==> src/sdb_pkg.sv <==
/*
 * Package for the sensor diagnostic and burnout block: scan modes,
 * field layouts, reset values and the packed carriers it uses.
 * Assumes one 10 MHz clock domain shared with the converter core.
 */
package sdb_pkg;

  localparam int unsigned SDB_NUM_CH     = 7;
  localparam int unsigned SDB_CH_W       = 3;
  localparam int unsigned SDB_RES_W      = 16;

  // Burnout source strength, microamps
  localparam int unsigned SDB_BURNOUT_UA = 10;

  // Excitation current, microamps
  localparam int unsigned SDB_EXC_MIN_UA  = 100;
  localparam int unsigned SDB_EXC_MAX_UA  = 1000;
  localparam int unsigned SDB_EXC_STEP_UA = 100;
  localparam int unsigned SDB_EXC_SEL_W   = 4;
  localparam logic [3:0]  SDB_EXC_SEL_MAX = 4'h9;

  // Near-rail window, millivolts
  localparam int unsigned SDB_RAIL_MV    = 50;

  // Flag register layout
  localparam int unsigned SDB_FLG_CH_LSB  = 0;
  localparam int unsigned SDB_FLG_OVR_LSB = 3;
  localparam int unsigned SDB_FLG_POR_BIT = 5;
  localparam int unsigned SDB_FLG_RAIL_BIT = 6;
  localparam int unsigned SDB_FLG_SHRT_BIT = 7;

  localparam logic [7:0]  SDB_THLD_RST   = 8'h00;
  localparam logic [7:0]  SDB_FLAGS_RST  = 8'h20;

  // Overrange codes
  localparam logic [1:0]  SDB_OVR_NONE   = 2'h0;
  localparam logic [1:0]  SDB_OVR_CLAMP  = 2'h1;
  localparam logic [1:0]  SDB_OVR_POS    = 2'h2;
  localparam logic [1:0]  SDB_OVR_NEG    = 2'h3;

  localparam logic [15:0] SDB_RES_POS_FS = 16'h7fff;
  localparam logic [15:0] SDB_RES_NEG_FS = 16'h8000;

  typedef enum logic [1:0] {
    SDB_SCAN_SINGLE_CHANNEL,
    SDB_SCAN_MULTI_SINGLE,
    SDB_SCAN_MULTI_CONTINUOUS,
    SDB_SCAN_CONTINUOUS_WITH_BURNOUT
  } sdb_scan_mode_t;

  // Raw end-of-conversion report from the converter core
  typedef struct packed {
    logic [17:0] raw;       // Two's complement, before clamping
    logic        mod_pos;   // Modulator overrange toward +ref
    logic        mod_neg;   // Modulator overrange toward -ref
    logic        near_rail; // Comparator: input within rail window
  } sdb_conv_t;

  typedef struct packed {
    logic        short_detect_flag;
    logic        rail_flag;
    logic        power_on_since_read;
    logic [1:0]  overrange_code;
    logic [2:0]  result_channel_id;
  } sdb_flags_t;

endpackage

==> src/sdb_diag.sv <==
/*
 * Sensor diagnostic and burnout scheduler. Sequences channels, steers
 * burnout currents, clamps results and builds the diagnostic flags.
 * Assumes the converter core pulses conv_done_i once per conversion
 * and that register access strobes come from the same clock domain.
 */
`timescale 1ns/100ps
`default_nettype none

// Contract
// RULE1 - Continuous scans go first to last, repeat
// RULE2 - Burnout only after channel conversion finished
// RULE3 - Burnout gated by per-channel enable, any mode
// RULE4 - Two 10 uA sources: source positive, sink negative
// RULE5 - Non-burnout modes inject all enabled channels
// RULE6 - Burnout mode steers to last sampled channel
// RULE7 - Software should prefer burnout scan mode
// RULE8 - Excitation select 100 to 1000 uA, 100 steps
// RULE9 - Short flag when result within threshold inclusive
// RULE10 - Eight-bit threshold compares result code magnitude
// RULE11 - Rail flag when input within 50 mV
// RULE12 - Power-on flag set by reset, cleared on read
// RULE13 - Two-bit overrange code, four conditions
// RULE14 - Saturate result to 7fff or 8000
// RULE15 - Channel field names previous conversion
// RULE16 - Flags, channel, result update together
module sdb_diag
  import sdb_pkg::*;
(
  // Clock and reset
  input  wire logic                 clk_i,
  input  wire logic                 rst_i,
  // Scan configuration
  input  wire logic [1:0]           scan_mode_i,
  input  wire logic [2:0]           scan_start_channel_i,
  input  wire logic [2:0]           scan_end_channel_i,
  input  wire logic [6:0]           burnout_en_i,
  input  wire logic                 scan_start_i,
  // Excitation
  input  wire logic [3:0]           excitation_current_select_i,
  // Converter core
  input  wire logic                 conv_done_i,
  input  wire sdb_conv_t            conv_i,
  // Register access
  input  wire logic                 thld_wr_i,
  input  wire logic [7:0]           thld_wdata_i,
  input  wire logic                 flags_rd_i,
  // Outputs to analog and software
  output logic [2:0]                conv_channel_o,
  output logic                      scan_active_o,
  output logic [6:0]                burnout_source_pos_o,
  output logic [6:0]                burnout_sink_neg_o,
  output logic [3:0]                excitation_source_a_o,
  output logic [3:0]                excitation_source_b_o,
  output logic [15:0]               result_o,
  output logic [7:0]                sensor_diag_flag_reg_o,
  output logic [7:0]                short_threshold_level_o,
  output logic                      result_valid_o
);

  sdb_scan_mode_t mode;
  assign mode = sdb_scan_mode_t'(scan_mode_i);

  // Scan sequencer state
  logic [2:0]  ch_q, ch_d;
  logic        act_q, act_d;
  logic [6:0]  bo_q, bo_d;
  logic [3:0]  exc_q, exc_d;

  always_comb begin
    ch_d  = ch_q;
    act_d = act_q;
    bo_d  = bo_q;
    exc_d = (excitation_current_select_i > SDB_EXC_SEL_MAX) ?
            SDB_EXC_SEL_MAX : excitation_current_select_i; // RULE8
    if (scan_start_i) begin
      act_d = 1'b1;
      ch_d  = scan_start_channel_i;
      bo_d  = 7'h00;
    end else if (act_q && conv_done_i) begin
      case (mode)
        SDB_SCAN_SINGLE_CHANNEL: begin
          ch_d = scan_start_channel_i;
        end
        SDB_SCAN_MULTI_SINGLE: begin
          if (ch_q >= scan_end_channel_i) begin
            act_d = 1'b0;
          end else begin
            ch_d = ch_q + 3'h1;
          end
        end
        default: begin
          if (ch_q >= scan_end_channel_i) begin // RULE1
            ch_d = scan_start_channel_i;
          end else begin
            ch_d = ch_q + 3'h1;
          end
        end
      endcase
      // Hazard: inject only into the channel just finished
      bo_d = 7'h00;
      bo_d[ch_q] = burnout_en_i[ch_q]; // RULE2 RULE6
    end
  end

  always_ff @(posedge clk_i or posedge rst_i) begin
    if (rst_i) begin
      ch_q  <= 3'h0;
      act_q <= 1'b0;
      bo_q  <= 7'h00;
      exc_q <= 4'h0;
    end else begin
      ch_q  <= ch_d;
      act_q <= act_d;
      bo_q  <= bo_d;
      exc_q <= exc_d;
    end
  end

  logic [6:0] bo_live;
  always_comb begin
    if (mode == SDB_SCAN_CONTINUOUS_WITH_BURNOUT) begin
      bo_live = bo_q & burnout_en_i; // RULE3
    end else begin
      // Software keeps at most one enable in these modes
      bo_live = burnout_en_i; // RULE5 RULE3
    end
  end

  assign burnout_source_pos_o  = bo_live; // RULE4
  assign burnout_sink_neg_o    = bo_live; // RULE4
  assign excitation_source_a_o = exc_q;
  assign excitation_source_b_o = exc_q;
  assign conv_channel_o        = ch_q;
  assign scan_active_o         = act_q;

  // Result and flag state
  logic [15:0]  res_q, res_d;
  sdb_flags_t   flg_q, flg_d;
  logic [7:0]   thld_q, thld_d;
  logic         vld_q, vld_d;
  logic [17:0]  mag;
  logic         clamp_pos, clamp_neg;

  always_comb begin
    mag       = conv_i.raw[17] ? (18'h0 - conv_i.raw) : conv_i.raw;
    clamp_pos = !conv_i.raw[17] && (conv_i.raw > 18'h07fff);
    clamp_neg = conv_i.raw[17] && (conv_i.raw < 18'h38000);
    res_d  = res_q;
    flg_d  = flg_q;
    thld_d = thld_wr_i ? thld_wdata_i : thld_q; // RULE10
    vld_d  = 1'b0;
    // Read clears first so a same-cycle event still lands
    if (flags_rd_i) begin
      flg_d.power_on_since_read = 1'b0; // RULE12
    end
    if (conv_done_i && act_q) begin
      vld_d = 1'b1;
      // Modulator direction outranks the code clamp, matching the code
      if (conv_i.mod_pos) begin
        res_d = SDB_RES_POS_FS; // RULE14
      end else if (conv_i.mod_neg) begin
        res_d = SDB_RES_NEG_FS; // RULE14
      end else if (clamp_pos) begin
        res_d = SDB_RES_POS_FS; // RULE14
      end else if (clamp_neg) begin
        res_d = SDB_RES_NEG_FS; // RULE14
      end else begin
        res_d = conv_i.raw[15:0];
      end
      if (conv_i.mod_pos) begin
        flg_d.overrange_code = SDB_OVR_POS; // RULE13
      end else if (conv_i.mod_neg) begin
        flg_d.overrange_code = SDB_OVR_NEG; // RULE13
      end else if (clamp_pos || clamp_neg) begin
        flg_d.overrange_code = SDB_OVR_CLAMP; // RULE13
      end else begin
        flg_d.overrange_code = SDB_OVR_NONE; // RULE13
      end
      flg_d.short_detect_flag = (mag <= {10'h0, thld_q}); // RULE9 RULE10
      flg_d.rail_flag         = conv_i.near_rail; // RULE11
      flg_d.result_channel_id = ch_q; // RULE15 RULE16
    end
  end

  always_ff @(posedge clk_i or posedge rst_i) begin
    if (rst_i) begin
      res_q  <= 16'h0000;
      flg_q  <= sdb_flags_t'(SDB_FLAGS_RST); // RULE12
      thld_q <= SDB_THLD_RST;
      vld_q  <= 1'b0;
    end else begin
      res_q  <= res_d;
      flg_q  <= flg_d;
      thld_q <= thld_d;
      vld_q  <= vld_d;
    end
  end

  assign result_o                = res_q;
  assign sensor_diag_flag_reg_o  = flg_q;
  assign short_threshold_level_o = thld_q;
  assign result_valid_o          = vld_q;

  // Checks
  AST_WRAP: assert property (@(posedge clk_i) disable iff (rst_i) // RULE1
    (act_q && conv_done_i && !scan_start_i && ch_q >= scan_end_channel_i
     && mode == SDB_SCAN_MULTI_CONTINUOUS) |=> ch_q == $past(scan_start_channel_i))
    else $error("Scan did not wrap to start channel");
  AST_BO_AFTER: assert property (@(posedge clk_i) disable iff (rst_i) // RULE2
    (act_q && conv_done_i && !scan_start_i) |=>
      bo_q == ((7'h01 << $past(ch_q)) & $past(burnout_en_i)))
    else $error("Burnout not steered to finished channel");
  AST_BO_GATE: assert property (@(posedge clk_i) disable iff (rst_i) // RULE3
    (burnout_source_pos_o & ~burnout_en_i) == 7'h00)
    else $error("Burnout on disabled channel");
  AST_BO_PAIR: assert property (@(posedge clk_i) disable iff (rst_i) // RULE4
    burnout_source_pos_o == burnout_sink_neg_o)
    else $error("Burnout sources disagree");
  AST_BO_ALL: assert property (@(posedge clk_i) disable iff (rst_i) // RULE5
    mode != SDB_SCAN_CONTINUOUS_WITH_BURNOUT |->
      burnout_source_pos_o == burnout_en_i)
    else $error("Enabled channel not injected");
  AST_BO_ONE: assert property (@(posedge clk_i) disable iff (rst_i) // RULE6
    mode == SDB_SCAN_CONTINUOUS_WITH_BURNOUT |-> $onehot0(bo_live))
    else $error("More than one burnout channel");
  AST_EXC: assert property (@(posedge clk_i) disable iff (rst_i) // RULE8
    ##1 exc_q <= SDB_EXC_SEL_MAX)
    else $error("Excitation select out of range");
  AST_SHORT: assert property (@(posedge clk_i) disable iff (rst_i) // RULE9
    (conv_done_i && act_q) |=> flg_q.short_detect_flag == ($past(mag) <=
      {10'h0, $past(thld_q)}))
    else $error("Short flag wrong");
  AST_RAIL: assert property (@(posedge clk_i) disable iff (rst_i) // RULE11
    (conv_done_i && act_q) |=> flg_q.rail_flag == $past(conv_i.near_rail))
    else $error("Rail flag wrong");
  AST_POR_CLR: assert property (@(posedge clk_i) disable iff (rst_i) // RULE12
    flags_rd_i |=> !flg_q.power_on_since_read)
    else $error("Power-on flag not cleared by read");
  AST_OVR: assert property (@(posedge clk_i) disable iff (rst_i) // RULE13
    (conv_done_i && act_q && conv_i.mod_neg && !conv_i.mod_pos) |=>
      flg_q.overrange_code == SDB_OVR_NEG && res_q == SDB_RES_NEG_FS)
    else $error("Negative overrange not reported");
  AST_CLAMP: assert property (@(posedge clk_i) disable iff (rst_i) // RULE14
    (conv_done_i && act_q && !conv_i.mod_pos && !conv_i.mod_neg && clamp_pos)
      |=> res_q == SDB_RES_POS_FS && flg_q.overrange_code == SDB_OVR_CLAMP)
    else $error("Positive clamp wrong");
  AST_CHAN: assert property (@(posedge clk_i) disable iff (rst_i) // RULE15
    (conv_done_i && act_q) |=> flg_q.result_channel_id == $past(ch_q))
    else $error("Result channel wrong");
  AST_TOGETHER: assert property (@(posedge clk_i) disable iff (rst_i) // RULE16
    $changed(res_q) |-> result_valid_o)
    else $error("Result changed without flags");

  COV_WRAP: cover property (@(posedge clk_i) disable iff (rst_i)
    act_q && conv_done_i && ch_q == scan_end_channel_i);
  COV_BO: cover property (@(posedge clk_i) disable iff (rst_i)
    mode == SDB_SCAN_CONTINUOUS_WITH_BURNOUT && bo_live != 7'h00);
  COV_SHORT: cover property (@(posedge clk_i) disable iff (rst_i)
    flg_q.short_detect_flag);
  COV_POR_RD: cover property (@(posedge clk_i) disable iff (rst_i)
    flags_rd_i && flg_q.power_on_since_read);

endmodule

`default_nettype wire

==> config.mk <==
export PLATFORM = sky130hd
export DESIGN_NAME = sdb_diag
export DESIGN_NICKNAME = d
export VERILOG_FILES = /design/src/sdb_pkg.sv /design/src/sdb_diag.sv
export SDC_FILE = /design/constraint.sdc
export NUM_CORES = 1
export LEC_CHECK = 0
export BUFFER_PORTS_ARGS = -buffer_cell sky130_fd_sc_hd__buf_4
export CORE_MARGIN = 4
export CORE_UTILIZATION = 30
export CTS_CLUSTER_DIAMETER = 50
export DETAILED_ROUTE_END_ITERATION = 16
export MAX_ROUTING_LAYER = met4
export RECOVER_POWER = 25
export SETUP_SLACK_MARGIN = 0.02
export SLEW_MARGIN = 20
export SYNTH_ARGS = -nofsm -noshare
export SYNTH_HDL_FRONTEND = slang
export SYNTH_SLANG_ARGS = --single-unit
==> constraint.sdc <==
create_clock -name clk_i -period 2.1 [get_ports clk_i]
set_input_delay 0.63 -clock clk_i [delete_from_list [all_inputs] [get_ports clk_i]]
set_output_delay 0.63 -clock clk_i [all_outputs]
set_load 0.01 [all_outputs]
==> reports/qor.csv, run 1 <==
metric;value;unit
diode count;0;
Peak supply drop;306;uV
filler instances;876;
total global routing overflow;0;
# setup viols final;1;
clock sinks;48;
vias per cell;4.90;
post-route clock period utilization;124;%
CP arrival;2.86;ns
total power;2.67;mW
Post-Synth XOR/XNOR Area;1.91;%
min Tclk post-route;2.61;ns
count of pins over their slew limit;0;
P_leak;1.93;nW
worst-path maximum fanout;2;
Ys Warns;0;
top post-synthesis cells by area;dfrtp_1 (43%), o21ai_0 (6.2%), ha_1 (5.9%);
first-pass GRT wire length;13200;um
Setup WS pre-CTS;-0.874;ns
critical path class;primary input to flop;
maxcap violations;0;
Ports;113;
Crit. End Element;flop;
post-synthesis adder-cell area fraction;5.92;%
initial antenna violation count;0;
row cnt;34;
I/O Buffers;112;
Cell Chain, Critical Path;buf_6 -> or4_4 -> or2_4 -> nand2_2 -> xnor2_2 -> ha_1 -> a211o_1 -> a21oi_2 -> o21ai_1 -> o21ai_1 -> and3_1 -> a32o_2;
ratio of cells with drive above 1 in the final layout;38.6;%
slowest library cell on the worst path;or4_4;
aggregate global-route resource usage;15.1;%
via count;2712;
synthesized area;0.00275;sq mm
Synth Flop Type;dfrtp_1;
Placed Cells incl. Taps;546;
Die ar.;0.0108;sq mm
TritonCTS clock tree;yes;
Compound-Gate Fraction of Synth Area;21.4;%
root buffer selected by CTS;clkbuf_8;
Die Span X;104;um
Total Nets Final;512;
max incr delay on CP;0.53;ns
final hold vios;0;
TritonRoute pass-1 iters;4;
Simple-Gate Fraction of Synth Area;16.9;%
Min-Delay Path Class;primary input to flop;
mux cell area share after synthesis;1.91;%
DRT iter0 DRCs;85;
#FFs+latches synth;48;
violated checks;setup timing;
post-route ant nets;0;
Hold-fix buffers, CTS;0;
CP Buf/Inv Count;1;
Top delay family on crit path;simple AND/OR/NAND/NOR gates;
fin util;45.8;%
outcome;complete, but fails checks;
Most Frequent Cell on Critical Path;o21ai_1;
number of flops mapped to enable cells by yosys;0;
Synth top area share;42.8;%
Clock Skew;0.00985;ns
CP Launch Type;primary input;
die height;104;um
RSZ-0062 raised after global routing;true;
clock latency at the later pin of the worst-skew pair;0.30;ns
power density over the cells;661;mW/mm^2
detailed placer's ending HPWL;6560;um
Commonest cells post-synth;dfrtp_1 (47), o21ai_0 (34), nand2_1 (33);
GPL Wtd Cong;0.818;
H-tree levels;2;
Slew headroom;33.9;%
Num CTS Buffers;5;
Routed WL;8110;um
Slew @ Worst Pin;0.987;ns
WP data required;2.35;ns
largest net degree at the start of global routing;22;
fmax;383;MHz
fin cells;554;
dominant cell type by area after synthesis;dfrtp_1;
Post-Syn Instances;312;
post-route setup slack;-0.511;ns
WL/cell;14.6;um
register area share after synthesis;43.8;%
asr flop ratio synth;100;%
number of global-route vias before repair;2762;
DRC viols;0;
Starting Density;31.2;%
most frequent cell after synthesis;dfrtp_1;
Synth-to-Final Area Change;46.9;%
Reg clk slew, reported paths;0.10;ns
area of the core;0.00881;sq mm
Syn Area/Cell;8.81;sq um
largest family of logic cells by synthesized area;compound AO/OA/AOI/OAI gates;
Max clock buf depth;2;
post-CTS setup buffer count;0;
r2r setup slk;0.02;ns
Synth Net Count;379;
post-synth cell types;48;
[worst register-to-register path: cells and delay by family (launching register included)]
family	cells	cell delay, ns
AO/OA/AOI/OAI	4	0.84
multiplexers	1	0.31
adder cells (fa/ha/maj)	1	0.20
AND/OR/NAND/NOR	1	0.13
flip-flops	1	0.42
buffers and inverters	1	0.08
[sequential cells by signal, summed over array words and instances, names as in the netlist]
| register | flops |
|---|---|
| sensor_diag_flag_reg_o | 8 |
| scan_active_o | 1 |
| excitation_source_a_o | 4 |
| short_threshold_level_o | 8 |
| result_valid_o | 1 |
| conv_channel_o | 3 |
| bo_q | 7 |
| result_o | 16 |
[layer usage]
layer | up-vias | global-route usage, % | part of all wire (%)
li1 | 1344 | - | -
met4 | 0 | 2.94 | 1.1
met2 | 100 | 26.3 | 49
met1 | 1258 | 17.9 | 44
met3 | 10 | 3.79 | 6.6
met5 | - | - | 0
[layout make-up]
class | count | area [sq um] | share of cell area (%)
multi-input combinational | 216 | 1370 | 33.8
inverter | 23 | 86.3 | 2.14
clock inverter | 3 | 46.3 | 1.15
tap | 108 | 135 | 3.35
clock buffer | 5 | 68.8 | 1.71
timing repair buffer | 151 | 1130 | 28.0
sequential | 48 | 1200 | 29.8
[cell families after synthesis]
group,after synthesis
muxes,5
adders and majority gates,13
and+or+nand+nor,97
AOI/OAI and AO/OA,95
xor gates and xnor gates,6
DFF,48
buffers and inverters,48
[layout by cell type (no fill, tap or decap), types with 2 or more instances in the layout]
master,netlist,routed
buf_4,11,143
nand4_1,6,6
nand2b_1,7,6
a211o_1,2,2
o21ai_0,34,32
clkbuf_1,10,3
o21a_1,8,8
a211oi_1,2,2
inv_1,23,22
nor2b_1,4,4
xnor2_1,6,5
dfrtp_1,47,46
buf_6,0,2
o31ai_1,4,4
a32oi_1,2,2
o21ai_1,0,2
mux2i_1,3,3
o22a_1,2,2
clkbuf_4,0,3
nor3_1,2,2
and3_1,2,2
nand2_1,33,32
a21oi_2,0,2
or3_1,2,2
nand3_1,3,3
a21oi_1,26,24
a21o_1,2,2
ha_1,13,12
nor4_1,3,3
clkbuf_8,0,5
nor2_1,28,28
or4_4,2,2
a22oi_1,2,2
[metrics by stage]
step	area [sq um]	hold slack, ns	TNS, ns
3_3_place_gp	3910	0.456	-1.25
6_report	4040	0.439	-0.511
5_1_grt	4040	0.412	-0.709
2_1_floorplan	2780	0.470	-0.721
4_1_cts	4040	0.346	-0.516
3_5_place_dp	3910	0.479	-1.39
[power by group]
| group | total (mW) | internal [mW] | leakage, nW | switching (mW) |
|---|---|---|---|---|
| clock network | 0.699 | 0.359 | 0.0548 | 0.340 |
| logic | 0.885 | 0.449 | 1.31 | 0.436 |
| registers | 1.08 | 1.02 | 0.568 | 0.0584 |
[timing repair]
item,in CTS,in global routing
pin swaps,3,3
hold endpoints to repair,0,0
gates resized for setup,4,1
setup endpoints to repair,2,3
[worst paths after layout]
check                                               start  cells after the start                         to
worst max-delay path                            conv_i[9]                     12  sensor_diag_flag_reg_o[7]
worst max register to register          conv_channel_o[0]                      8          conv_channel_o[2]
max in group asynchronous                           rst_i                      3                    bo_q[4]
worst min-delay path                           flags_rd_i                      2  sensor_diag_flag_reg_o[5]
worst min register to register  sensor_diag_flag_reg_o[4]                      2  sensor_diag_flag_reg_o[4]
min in group asynchronous                           rst_i                      2   excitation_source_a_o[0]
(Power assumes the default switching activity.)
==> run 2, diff against run 1 <==
- CELL_PAD_IN_SITES_DETAIL_PLACEMENT: default -> 2
- CELL_PAD_IN_SITES_GLOBAL_PLACEMENT: default -> 2
- CORE_UTILIZATION: 30 -> 24
- PLACE_DENSITY_LB_ADDON: default -> 0.1
- SETUP_SLACK_MARGIN: 0.02 -> default
==> reports/qor.csv, run 2 (synthesis results as in run 1) <==
metric;value;unit
Crit. End Element;flop;
Clock Skew;0.00373;ns
total global routing overflow;0;
count of pins over their slew limit;0;
slowest library cell on the worst path;or4_4;
TritonCTS clock tree;yes;
die height;115;um
Peak supply drop;298;uV
max reg flops;16;
CP Launch Type;primary input;
area of the core;0.0110;sq mm
power density over the cells;756;mW/mm^2
filler instances;1259;
WL/cell;17.3;um
Reg clk slew, reported paths;0.07;ns
Slew headroom;49.2;%
initial antenna violation count;0;
number of global-route vias before repair;3249;
r2r setup slk;0;ns
CP arrival;2.86;ns
clock latency at the later pin of the worst-skew pair;0.29;ns
hold path endpoint;sensor_diag_flag_reg_o[5];
P_leak;1.98;nW
fin util;38.0;%
post-route ant nets;0;
Placed Cells incl. Taps;577;
Max clock buf depth;2;
outcome;complete, but fails checks;
final hold vios;0;
GPL Wtd Cong;0.855;
met1 usage;20.3;%
Ports;113;
Die Span X;115;um
critical path class;primary input to flop;
TritonRoute pass-1 iters;4;
worst-path maximum fanout;2;
Min-Delay Path Class;primary input to flop;
worst hold slack;0.451;ns
busiest grt layer;met2;
Most Frequent Cell on Critical Path;o21ai_1;
Hold Crit Start;flags_rd_i;
aggregate global-route resource usage;16.6;%
Reg-to-Reg Start;conv_channel_o[0];
H-tree levels;2;
M3 GR Usage;2.32;%
worst-case reg-to-reg path depth;8;
Routed WL;10200;um
Setup WS pre-CTS;-0.914;ns
DRC viols;0;
maxcap violations;0;
Hold-fix buffers, CTS;0;
violated checks;setup timing;
via count;2788;
ratio of cells with drive above 1 in the final layout;38.6;%
# setup viols final;2;
fmax;379;MHz
Slew @ Worst Pin;0.762;ns
Hold Crit Depth;2;
first-pass GRT wire length;16900;um
WP data required;2.33;ns
Synth-to-Final Area Change;52.6;%
I/O Buffers;112;
Num CTS Buffers;5;
highest-count cells in the layout ignoring fill and taps;buf_4 (143), dfrtp_1 (46), nand2_1 (32), o21ai_0 (32), nor2_1 (27);
min Tclk post-route;2.64;ns
vias per cell;4.76;
post-route clock period utilization;125;%
row cnt;38;
Die ar.;0.0132;sq mm
Total Nets Final;512;
Cell Chain, Critical Path;buf_6 -> or4_4 -> or2_4 -> nand2_4 -> xnor2_2 -> ha_1 -> a211o_1 -> a21oi_1 -> o21ai_1 -> o21ai_1 -> and3_1 -> a32o_2;
clock sinks;48;
commonest non-fill, non-tap cell in the layout;buf_4;
total power;3.17;mW
Starting Density;24.9;%
largest net degree at the start of global routing;24;
Worst R2R End;conv_channel_o[2];
max incr delay on CP;0.53;ns
RSZ-0062 raised after global routing;true;
DRT iter0 DRCs;92;
met2 GRT Util;29.4;%
fin cells;586;
post-route setup slack;-0.535;ns
root buffer selected by CTS;clkbuf_16;
detailed placer's ending HPWL;8250;um
diode count;0;
[run 2: changes by cell type in the layout (fill, tap and decap cells not counted), sizes merged]
cell / delta
clkbuf: -1
bufinv: +2
inv: -1
buf: +1
clkinvlp: -1
[run 2: routing by layer]
metal	vias up	wire (um)
met5	-	0
met4	0	66
met3	6	369
met2	65	5270
met1	1372	4450
li1	1345	-
[run 2: where the power goes]
group          leakage [nW]  switching [mW]  total [mW]  internal (mW)
Sequential            0.568          0.0595        1.08           1.02
Combinational          1.31           0.466       0.918          0.452
Clock                 0.104           0.363        1.17          0.803
Total                  1.98           0.889        3.17           2.28
[run 2: cell type report]
| class | instances | area [sq um] | share of cell area (%) |
|---|---|---|---|
| clock inverters | 3 | 90.1 | 2.15 |
| clock buffers | 5 | 125 | 2.99 |
| multi-input cells | 216 | 1370 | 32.7 |
| inverters | 23 | 86.3 | 2.06 |
| flip-flops and latches | 48 | 1200 | 28.7 |
| repair buffers | 151 | 1140 | 27.3 |
| well taps | 140 | 175 | 4.18 |
[run 2: worst max-delay path by stage]
stage               from                   endpoint  slack (ns)  depth (start not counted)
2_1_floorplan  conv_i[9]  sensor_diag_flag_reg_o[7]       -0.62                         11
3_3_place_gp   conv_i[9]  sensor_diag_flag_reg_o[7]       -0.83                         12
3_5_place_dp   conv_i[9]  sensor_diag_flag_reg_o[7]       -0.91                         12
4_1_cts        conv_i[9]  sensor_diag_flag_reg_o[7]       -0.53                         12
5_1_grt        conv_i[9]  sensor_diag_flag_reg_o[7]       -0.67                         12
6_report       conv_i[9]  sensor_diag_flag_reg_o[7]       -0.54                         12
[run 2: timing repair]
item                       CTS  global route
pin swaps                    3             1
setup endpoints to repair    2             3
hold endpoints to repair     0             0
resized for setup            5             0
gates cloned                 0             0
setup buffers                1             0
[run 2: stage by stage]
| stage | instance area [sq um] | TNS, ns |
|---|---|---|
| floorplan | 2780 | -0.721 |
| global placement | 3960 | -1.31 |
| detailed placement | 3960 | -1.52 |
| CTS | 4200 | -0.560 |
| global route | 4190 | -0.764 |
| finish | 4190 | -0.536 |
[run 2: worst max-delay path, delay by kind of cell]
kind            cells  cell delay [ns]
fa+ha+maj           1             0.25
buf+inv             1             0.09
xor+xnor            1             0.10
simple gates        4             1.03
compound gates      5             0.76
